$ cat src/inc/scd_map.svh
// Register offsets, field positions, reset values and bus constants of the divider/status block
`ifndef SCD_MAP_SVH
`define SCD_MAP_SVH

// Register offsets
`define SCD_OFF_DIV_CH1 8'h15
`define SCD_OFF_DIV_CH2 8'h16
`define SCD_OFF_DIV_CH3 8'h17
`define SCD_OFF_STATUS 8'h18
`define SCD_OFF_RESULT_HI_CH0 8'h00
`define SCD_OFF_RESULT_HI_CH1 8'h02
`define SCD_OFF_RESULT_HI_CH2 8'h04
`define SCD_OFF_RESULT_HI_CH3 8'h06

// Divider register fields
`define SCD_SENSE_DIV_MSB 15
`define SCD_SENSE_DIV_LSB 12
`define SCD_REF_DIV_MSB 9
`define SCD_REF_DIV_LSB 0

// Status register fields
`define SCD_ERROR_SOURCE_CHANNEL_MSB 15
`define SCD_ERROR_SOURCE_CHANNEL_LSB 14
`define SCD_UNDERRANGE_BIT 13
`define SCD_OVERRANGE_BIT 12
`define SCD_READY_BIT 6

// Reset values
`define SCD_DIV_RESET 16'h0000
`define SCD_ERROR_SOURCE_CHANNEL_RESET 2'h0

// Serial bus: base target address, low bit taken from the address pin (value arbitrary)
`define SCD_BUS_ADDR_BASE 7'h30

`endif

$ cat src/inc/scd_pkg.sv
// Types shared by the divider/status block
package scd_pkg;

    // Serial bus target phases
    typedef enum logic [3:0] {
        SCD_IDLE,
        SCD_ADDR,
        SCD_ACK_ADDR,
        SCD_PTR,
        SCD_ACK_PTR,
        SCD_WR_BYTE,
        SCD_ACK_WR,
        SCD_RD_BYTE,
        SCD_ACK_RD
    } scd_bus_state_t;

    typedef logic [15:0] scd_word_t;

endpackage : scd_pkg

$ cat src/design/scd_regs.sv
// Divider and status register bank with its two-wire serial target
//
// How it works
// - Bits 15:12 divide the sensor input edges.
// - Bits 9:0 divide clk into reference tick.
// - Dividers reset zero, at 0x15..0x17.
// - Status 15:14 names the error channel.
// - Codes 2 and 3 only when more than two channels.
// - Error latched until status or source read.
// - Under-range error sets status bit 13.
// - Over-range error sets status bit 12.
// - Status read clears range flags.
// - Status fields read-only, reset zero.
// - Result ready sets status bit 6.
// - Bits 3..0 flag unread results ch0..3.
`timescale 1ns/10ps
`include "scd_map.svh"

module scd_regs #(
    parameter int CHANNELS = 4
) (
    // Clock and reset
    input wire logic clk,
    input wire logic reset_n,
    // Serial bus pins, open drain
    input wire logic scl_in,
    input wire logic sda_in,
    output logic sda_out,
    output logic sda_oe,
    input wire logic addr_pin,
    // Sensor oscillations, channels 1 to 3
    input wire logic [2:0] sensor_clk_in,
    // Conversion core events
    input wire logic underrange_event,
    input wire logic overrange_event,
    input wire logic [1:0] event_channel,
    input wire logic result_ready_event,
    input wire logic [3:0] conv_done,
    // Path to the other registers of the device
    output logic [7:0] reg_addr,
    output logic reg_rd_strobe,
    input wire scd_pkg::scd_word_t ext_rd_data,
    output logic reg_wr_strobe,
    output scd_pkg::scd_word_t reg_wr_data,
    // Divider settings and divided ticks, channels 1 to 3
    output logic [3:0] sense_in_div_ch1,
    output logic [3:0] sense_in_div_ch2,
    output logic [3:0] sense_in_div_ch3,
    output logic [9:0] ref_clk_div_ch1,
    output logic [9:0] ref_clk_div_ch2,
    output logic [9:0] ref_clk_div_ch3,
    output logic [2:0] ref_tick,
    output logic [2:0] sense_tick
);
    import scd_pkg::*;

    localparam int NPIN = 6;

    scd_word_t div_reg [3];
    logic [NPIN-1:0] pin_s1, pin_s2, pin_s3, pin_f, pin_prev;
    logic scl_rise, scl_fall, bus_start, bus_stop;
    scd_bus_state_t state;
    logic [3:0] bit_cnt;
    logic [7:0] shift_in;
    scd_word_t tx;
    logic [7:0] hi_byte;
    logic half, rd_mode, nack, load_req;
    logic [1:0] error_source_channel;
    logic underrange_flag, overrange_flag, result_ready_flag;
    logic [3:0] pending_result;
    logic status_read;
    logic [3:0] hi_read;
    logic err_event;
    logic chan_ok;
    scd_word_t status_word;
    scd_word_t rd_word;

    // Pins pass three flops; a level counts once the last two agree
    always_ff @(posedge clk or negedge reset_n) begin
        if (!reset_n) begin
            pin_s1 <= '1;
            pin_s2 <= '1;
            pin_s3 <= '1;
            pin_f <= '1;
            pin_prev <= '1;
        end else begin
            pin_s1 <= {sensor_clk_in, addr_pin, sda_in, scl_in};
            pin_s2 <= pin_s1;
            pin_s3 <= pin_s2;
            pin_f <= (~(pin_s2 ^ pin_s3) & pin_s3) | ((pin_s2 ^ pin_s3) & pin_f);
            pin_prev <= pin_f;
        end
    end

    assign scl_rise = pin_f[0] & ~pin_prev[0];
    assign scl_fall = ~pin_f[0] & pin_prev[0];
    // Start and stop are data edges while the clock stays high
    assign bus_start = pin_f[0] & pin_prev[0] & ~pin_f[1] & pin_prev[1];
    assign bus_stop = pin_f[0] & pin_prev[0] & pin_f[1] & ~pin_prev[1];
    assign sda_out = 1'b0;

    // Read-only status view; bits 11:8, 7 and 5:4 read zero here
    always_comb begin
        status_word = 16'h0000;
        status_word[`SCD_ERROR_SOURCE_CHANNEL_MSB:`SCD_ERROR_SOURCE_CHANNEL_LSB] = error_source_channel;
        status_word[`SCD_UNDERRANGE_BIT] = underrange_flag;
        status_word[`SCD_OVERRANGE_BIT] = overrange_flag;
        status_word[`SCD_READY_BIT] = result_ready_flag;
        status_word[3:0] = {pending_result[0], pending_result[1],
                            pending_result[2], pending_result[3]};
    end

    // Read mux; addresses outside this bank come from the rest of the device
    always_comb begin
        case (reg_addr)
            `SCD_OFF_DIV_CH1: rd_word = div_reg[0];
            `SCD_OFF_DIV_CH2: rd_word = (CHANNELS > 2) ? div_reg[1] : 16'h0000;
            `SCD_OFF_DIV_CH3: rd_word = (CHANNELS > 2) ? div_reg[2] : 16'h0000;
            `SCD_OFF_STATUS: rd_word = status_word;
            default: rd_word = ext_rd_data;
        endcase
    end

    // Serial target: sample on clock rise, act and drive on clock fall
    always_ff @(posedge clk or negedge reset_n) begin
        if (!reset_n) begin
            state <= SCD_IDLE;
            bit_cnt <= 4'h0;
            shift_in <= 8'h00;
            tx <= 16'h0000;
            hi_byte <= 8'h00;
            half <= 1'b0;
            rd_mode <= 1'b0;
            nack <= 1'b0;
            load_req <= 1'b0;
            sda_oe <= 1'b0;
            reg_addr <= 8'h00;
            reg_wr_strobe <= 1'b0;
            reg_wr_data <= 16'h0000;
        end else begin
            load_req <= 1'b0;
            reg_wr_strobe <= 1'b0;
            if (load_req) begin
                // Word is taken one cycle after the request, the same cycle its reads clear
                tx <= rd_word;
                sda_oe <= ~rd_word[15];
            end
            if (bus_stop) begin
                state <= SCD_IDLE;
                sda_oe <= 1'b0;
            end else if (bus_start) begin
                state <= SCD_ADDR;
                bit_cnt <= 4'h0;
                half <= 1'b0;
                sda_oe <= 1'b0;
            end else if (scl_rise) begin
                if (state == SCD_ACK_RD) begin
                    nack <= pin_f[1];
                end else if (state != SCD_IDLE && state != SCD_ACK_ADDR &&
                             state != SCD_ACK_PTR && state != SCD_ACK_WR) begin
                    shift_in <= {shift_in[6:0], pin_f[1]};
                    bit_cnt <= bit_cnt + 4'h1;
                end
            end else if (scl_fall) begin
                case (state)
                    SCD_ADDR: begin
                        if (bit_cnt == 4'h8) begin
                            bit_cnt <= 4'h0;
                            if (shift_in[7:1] == {6'(`SCD_BUS_ADDR_BASE >> 1), pin_f[2]}) begin
                                rd_mode <= shift_in[0];
                                sda_oe <= 1'b1;
                                state <= SCD_ACK_ADDR;
                            end else begin
                                state <= SCD_IDLE;
                            end
                        end
                    end
                    SCD_ACK_ADDR: begin
                        sda_oe <= 1'b0;
                        if (rd_mode) begin
                            load_req <= 1'b1;
                            state <= SCD_RD_BYTE;
                        end else begin
                            state <= SCD_PTR;
                        end
                    end
                    SCD_PTR: begin
                        if (bit_cnt == 4'h8) begin
                            bit_cnt <= 4'h0;
                            reg_addr <= shift_in;
                            sda_oe <= 1'b1;
                            state <= SCD_ACK_PTR;
                        end
                    end
                    SCD_ACK_PTR, SCD_ACK_WR: begin
                        sda_oe <= 1'b0;
                        state <= SCD_WR_BYTE;
                    end
                    SCD_WR_BYTE: begin
                        if (bit_cnt == 4'h8) begin
                            bit_cnt <= 4'h0;
                            sda_oe <= 1'b1;
                            state <= SCD_ACK_WR;
                            half <= ~half;
                            if (!half) begin
                                hi_byte <= shift_in;
                            end else begin
                                reg_wr_strobe <= 1'b1;
                                reg_wr_data <= {hi_byte, shift_in};
                            end
                        end
                    end
                    SCD_RD_BYTE: begin
                        if (bit_cnt == 4'h8) begin
                            bit_cnt <= 4'h0;
                            sda_oe <= 1'b0;
                            state <= SCD_ACK_RD;
                        end else begin
                            tx <= {tx[14:0], 1'b0};
                            sda_oe <= ~tx[14];
                        end
                    end
                    SCD_ACK_RD: begin
                        if (nack) begin
                            sda_oe <= 1'b0;
                            state <= SCD_IDLE;
                        end else if (!half) begin
                            tx <= {tx[14:0], 1'b0};
                            sda_oe <= ~tx[14];
                            half <= 1'b1;
                            state <= SCD_RD_BYTE;
                        end else begin
                            // Next word of a burst
                            reg_addr <= reg_addr + 8'h01;
                            load_req <= 1'b1;
                            half <= 1'b0;
                            state <= SCD_RD_BYTE;
                        end
                    end
                    default: state <= state;
                endcase
            end
        end
    end

    assign reg_rd_strobe = load_req;

    // Divider registers; a word lands as the ack of its low byte begins
    always_ff @(posedge clk or negedge reset_n) begin
        if (!reset_n) begin
            div_reg[0] <= `SCD_DIV_RESET;
            div_reg[1] <= `SCD_DIV_RESET;
            div_reg[2] <= `SCD_DIV_RESET;
        end else if (reg_wr_strobe) begin
            // A write to the status offset falls through and changes nothing
            case (reg_addr)
                `SCD_OFF_DIV_CH1: div_reg[0] <= reg_wr_data;
                `SCD_OFF_DIV_CH2: if (CHANNELS > 2) div_reg[1] <= reg_wr_data;
                `SCD_OFF_DIV_CH3: if (CHANNELS > 2) div_reg[2] <= reg_wr_data;
                default: div_reg[0] <= div_reg[0];
            endcase
        end
    end

    assign sense_in_div_ch1 = div_reg[0][`SCD_SENSE_DIV_MSB:`SCD_SENSE_DIV_LSB];
    assign sense_in_div_ch2 = div_reg[1][`SCD_SENSE_DIV_MSB:`SCD_SENSE_DIV_LSB];
    assign sense_in_div_ch3 = div_reg[2][`SCD_SENSE_DIV_MSB:`SCD_SENSE_DIV_LSB];
    assign ref_clk_div_ch1 = div_reg[0][`SCD_REF_DIV_MSB:`SCD_REF_DIV_LSB];
    assign ref_clk_div_ch2 = div_reg[1][`SCD_REF_DIV_MSB:`SCD_REF_DIV_LSB];
    assign ref_clk_div_ch3 = div_reg[2][`SCD_REF_DIV_MSB:`SCD_REF_DIV_LSB];

    // Per-channel dividers; a zero field is reserved, so it simply stops the tick
    for (genvar g = 0; g < 3; g++) begin : g_div
        logic [9:0] ref_cnt;
        logic [3:0] sense_cnt;
        logic [9:0] ref_div;
        logic [3:0] sense_div;
        logic sense_edge;
        assign ref_div = div_reg[g][`SCD_REF_DIV_MSB:`SCD_REF_DIV_LSB];
        assign sense_div = div_reg[g][`SCD_SENSE_DIV_MSB:`SCD_SENSE_DIV_LSB];
        assign sense_edge = pin_f[3+g] & ~pin_prev[3+g];

        // Reference tick: one pulse every ref_div clocks
        always_ff @(posedge clk or negedge reset_n) begin
            if (!reset_n) begin
                ref_cnt <= 10'h000;
                ref_tick[g] <= 1'b0;
            end else if (ref_div == 10'h000) begin
                ref_cnt <= 10'h000;
                ref_tick[g] <= 1'b0;
            end else if (ref_cnt >= ref_div - 10'h001) begin
                ref_cnt <= 10'h000;
                ref_tick[g] <= 1'b1;
            end else begin
                ref_cnt <= ref_cnt + 10'h001;
                ref_tick[g] <= 1'b0;
            end
        end

        // Sensor tick: one pulse every sense_div sensor rising edges
        always_ff @(posedge clk or negedge reset_n) begin
            if (!reset_n) begin
                sense_cnt <= 4'h0;
                sense_tick[g] <= 1'b0;
            end else if (sense_div == 4'h0) begin
                sense_cnt <= 4'h0;
                sense_tick[g] <= 1'b0;
            end else if (sense_edge && sense_cnt >= sense_div - 4'h1) begin
                sense_cnt <= 4'h0;
                sense_tick[g] <= 1'b1;
            end else begin
                sense_cnt <= sense_edge ? sense_cnt + 4'h1 : sense_cnt;
                sense_tick[g] <= 1'b0;
            end
        end
    end

    // Read side effects, taken in the cycle the word is loaded
    assign status_read = load_req && reg_addr == `SCD_OFF_STATUS;
    assign hi_read[0] = load_req && reg_addr == `SCD_OFF_RESULT_HI_CH0;
    assign hi_read[1] = load_req && reg_addr == `SCD_OFF_RESULT_HI_CH1;
    assign hi_read[2] = load_req && reg_addr == `SCD_OFF_RESULT_HI_CH2;
    assign hi_read[3] = load_req && reg_addr == `SCD_OFF_RESULT_HI_CH3;
    // Two-channel builds drop events that name channels 2 and 3
    assign chan_ok = (CHANNELS > 2) || !event_channel[1];
    assign err_event = (underrange_event || overrange_event) && chan_ok;

    // Error channel and range flags; a new error wins over a clear in the same cycle
    always_ff @(posedge clk or negedge reset_n) begin
        if (!reset_n) begin
            error_source_channel <= `SCD_ERROR_SOURCE_CHANNEL_RESET;
            underrange_flag <= 1'b0;
            overrange_flag <= 1'b0;
        end else begin
            if (err_event) begin
                error_source_channel <= event_channel;
            end
            if (underrange_event && chan_ok) begin
                underrange_flag <= 1'b1;
            end else if (status_read || hi_read[error_source_channel]) begin
                underrange_flag <= 1'b0;
            end
            if (overrange_event && chan_ok) begin
                overrange_flag <= 1'b1;
            end else if (status_read || hi_read[error_source_channel]) begin
                overrange_flag <= 1'b0;
            end
        end
    end

    // Result ready and unread-result flags
    always_ff @(posedge clk or negedge reset_n) begin
        if (!reset_n) begin
            result_ready_flag <= 1'b0;
            pending_result <= 4'h0;
        end else begin
            if (result_ready_event) begin
                result_ready_flag <= 1'b1;
            end else if (status_read) begin
                result_ready_flag <= 1'b0;
            end
            for (int c = 0; c < 4; c++) begin
                if (conv_done[c] && (c < CHANNELS)) begin
                    pending_result[c] <= 1'b1;
                end else if (hi_read[c]) begin
                    pending_result[c] <= 1'b0;
                end
            end
        end
    end

endmodule : scd_regs

$ cat config.mk
export PLATFORM = sky130hd
export DESIGN_NAME = scd_regs
export DESIGN_NICKNAME = d
export VERILOG_FILES = /design/src/inc/scd_pkg.sv /design/src/design/scd_regs.sv
export VERILOG_INCLUDE_DIRS = /design/src /design/src/inc
export SDC_FILE = /design/constraint.sdc
export NUM_CORES = 1
export LEC_CHECK = 0
export ABC_AREA = 1
export ABC_CLOCK_PERIOD_IN_PS = 4000
export BUFFER_PORTS_ARGS = -buffer_cell sky130_fd_sc_hd__buf_2
export CAP_MARGIN = 20
export CORE_MARGIN = 1
export CORE_UTILIZATION = 58
export CTS_CLUSTER_DIAMETER = 200
export DETAILED_ROUTE_END_ITERATION = 6
export PLACE_DENSITY_LB_ADDON = 0.3
export SYNTH_ARGS = -nofsm -noshare
export SYNTH_HDL_FRONTEND = slang
export SYNTH_SLANG_ARGS = --single-unit
$ cat constraint.sdc
create_clock -name clk -period 4 [get_ports clk]
set_input_delay 0 -clock clk [delete_from_list [all_inputs] [get_ports clk]]
set_output_delay 0 -clock clk [all_outputs]
set_load 0.01 [all_outputs]
==> results.md <==
- The run finished with clean final reports.
- The largest registers in the layout are g_div.ref_cnt (30), reg_wr_data (16), tx (15).
- The initial standard-cell utilization of the core is 59.0%.
- The total of max-cap violations is 0.
- Of the cells placed in the final design, the portion with a size suffix greater than 1 is 16.5%.
- The post-layout instance area is 12900 um^2.
- The highest ir drop seen on vdd is 0.401 mV.
- After legalization and detailed placement, the total HPWL measured 20.0 mm.
- The routed length on met2 is 13.0 mm.
- After detailed routing, the average wire length per cell comes to 15.8 um.
- The number of antenna violations at the first check in global routing is 0.
- The total global-route track usage is 27.2%.
- STA puts the critical path data required time at 4400 ps.
- The leakage power is 6.45 nW.
- After the first detailed-routing iteration, the DRC count stood at 721.
- The startpoint kind of the worst setup timing path is a flop.
- The total inserted antenna cells is 0.
- The measured slew at the worst slew-check pin is 977 ps.
- The per-instance average area after synthesis is 8.49 um^2.
- Wire segments on met3 add up to 1.64 mm in the final route.
- The post-cts gate resize count is 0.
- The normalized max-slew margin is 34.7%.
- Summing all placed instances gives a cell area of 11900 um^2.
- The total congestion overflow after global routing is 0.
- From synthesis to final layout, the design area changed by 12.7%.
- The detailed-router iteration count before antenna repair is 5.
- The sequential-to-total area share from yosys stat is 44.5%.
- The top cell type's share of synthesized area is 37.9%.
- Static timing analysis puts the maximum clock frequency at 335 MHz.
- In this run the worst hold path is classified as input pin to async pin.
- The highest layer touched by signal routing is met4.
- The total number of vias is 9352.
- Pin placement for this block handled 109 I/O pins.
- Of all flip-flops after synthesis, the portion carrying an async set or reset was 100%.
- The number of max-slew violations in the final report is 0.
- The area enclosed by the die boundary is 20400 um^2.
- The critical path arrival is 3380 ps.
- In the synthesized netlist, the cells that appear most often are nand2_1, dfrtp_1, inv_1.
- TritonCTS built the clock tree.
- The largest fanout of any net on the critical path is 11.
- The net count after synthesis is 1453.
- For the final database, setup skew stands at 9.39 ps.
- After synthesis, the netlist uses 51 different library cells.
- After detailed routing, the wire length on met1 is 11.6 mm.
- The height of the die is 143 um.
- The routed wire length is 27.3 mm.
- The number of nets in the layout is 1548.
- The worst setup path is captured at a flop.
- The class of the most critical setup path is flop to flop.
- The core region is 19500 um^2.
- Summing all multi-input logic gate instances after layout gives 5250 um^2.
- The synthesized design contains 203 register bits.
- The sequential cells in the finished layout cover a total of 5120 um^2.
- In this run the core area contains 51 standard-cell rows.
- Setup repair after global routing left no endpoint under its margin.
- The first global-routing pass estimated 43.5 mm of wire.
- Setup violations remaining at the end of the flow were counted as 0.
- The setup slack of the worst register-to-register path is 1020 ps.
- The number of levels in the clock H-tree is 1.
- For this run, design rule violations remaining after detail routing come to 0.
- The post-synthesis instance area is 11500 um^2.
- The source-to-sink clock delay at the later pin of the worst-skew pair is 510 ps.
- In this run the deepest clock path goes through 3 buffers.
- The number of failing hold endpoints at the final stage is 0.
- The tree is rooted in a clkbuf_16.
- Counting the buffers created by CTS gives 22.
- The areal power density over the cells is 411 nW/um^2.
- The congestion estimate from routability-driven global placement came to 0.868.
- After layout, the worst path uses 74.5% of the clock period.
- Using the TritonRoute via totals, the vias-per-cell ratio works out to 5.41.
- The clock net sink count is 203.
- The shortest clock period the worst path allows after layout is 2980 ps.
- In this run the horizontal extent of the chip is 143 um.
- Entering global routing, the biggest net connects 95 pins.
- For the final routed database, the setup TNS stands at 0 ps.
- The count of nets left with antenna violations once routing finished came out at 0.
- In the post-synthesis netlist, the cell with the most instances is nand2_1.
- The largest register by flop count is g_div.ref_cnt.
- The number of filler cells placed in the layout is 1608.
- In the synthesized netlist, the number of instances is 1354.
- The number of global-route vias before repair is 8840.
- The number of buffers added on ports is 107.
- The number of warnings reported in the yosys synthesis log is 0.
- The register with the most flip-flops in the layout has 30 of them.
- Yosys attributes the largest share of cell area to dfrtp_1, nand2_1, ha_1.
- The cell type with the highest aggregate area in the netlist is dfrtp_1.
- Hold is met by 112 ps.
- For this run, the leading register cell type out of synthesis is dfrtp_1.
- Power comes to 5.33 mW.
- The number of flops mapped to enable cells by yosys is 0.
- Clock-pin slew was measured on the worst setup and hold paths at 70 ps.
[repair_timing]
item                                   in CTS  in global routing
endpoints found under the hold margin     108                  0
hold buffers                               32                  0
setup buffers                               0                  0
[kinds of logic after synthesis]
logic type,count (synthesis),share of synthesized area (%)
AND/OR/NAND/NOR,580,23.5
buffers and inverters,237,9.81
adder cells (fa/ha/maj),72,7.71
multiplexers,8,0.849
flip-flops,203,44.5
XOR/XNOR,49,3.73
other,1,0.0326
AO/OA/AOI/OAI,204,9.84
[critical path: stages, from the launching register on]
cell       delay (ps)
dfrtp_1           400
inv_1             160
nand2_1           100
nor3_1            310
nand2_1           140
nor3_1            230
xor2_1            170
inv_1              60
ha_1              280
nand2_1           110
nor3_1             60
o211ai_1           80
o2111ai_1         430
nor3_1            340
[placed cells by master (no fill, tap or decap), drive strengths merged]
master	count
nand2	287
dfrtp	174
inv	165
o21ai	132
nor2	122
buf	110
nand3	91
ha	66
a21oi	38
nor3	35
xor2	32
dlygate4sd3	32
clkbuf	32
dfstp	29
nand4	24
xnor2	17
or2	9
o211ai	9
mux2	8
nand3b	7
o22ai	7
maj3	6
clkinv	6
a21o	4
o21bai	4
nor4	4
o21a	3
o2111ai	3
o31ai	2
clkinvlp	2
a21boi	1
nor3b	1
a31oi	1
conb	1
bufinv	1
[cell type report]
cell class / instances / area share [%]
clock buffers: 31 / 5.06
clock inverters: 9 / 0.580
inverters: 165 / 4.86
multi-input cells: 914 / 40.5
flip-flops and latches: 203 / 39.5
well taps: 265 / 2.56
repair buffers: 143 / 6.91
[metrics by stage]
step	worst slack, ps	util, %	cells
floorplan	1570	-	1354
global placement	1260	61.1	1658
detailed placement	1070	61.1	1658
CTS	996	66.5	1730
global route	616	66.5	1730
finish	1020	66.5	1730
[routing by layer]
metal / global-route usage [%] / up-vias
met5: 0 / -
met4: 11.8 / 0
met3: 4.19 / 71
met2: 45.8 / 283
met1: 34.9 / 4435
li1: - / 4563
[path summary, 6_finish.rpt]
check,start,end,depth (start not counted)
worst max-delay path,ref_clk_div_ch1[0]$_DFFE_PN0P_,g_div[0].ref_cnt[5]$_DFF_PN0_,13
worst max register to register,ref_clk_div_ch1[0]$_DFFE_PN0P_,g_div[0].ref_cnt[5]$_DFF_PN0_,13
worst min-delay path,reset_n,g_div[2].ref_cnt[9]$_DFF_PN0_,2
worst min register to register,pin_s1[4]$_DFF_PN1_,pin_s2[4]$_DFF_PN1_,0
min in group clk,scl_in,pin_s1[0]$_DFF_PN1_,2
max in group asynchronous,reset_n,state[0]$_DFFE_PN0P_,3
[power breakdown]
group	switching, mW	internal, mW	leakage [nW]
sequential	0.149	2.24	2.64
clock	0.827	1.21	0.361
combinational	0.597	0.308	3.45
Power figures use the tool's default switching activity.
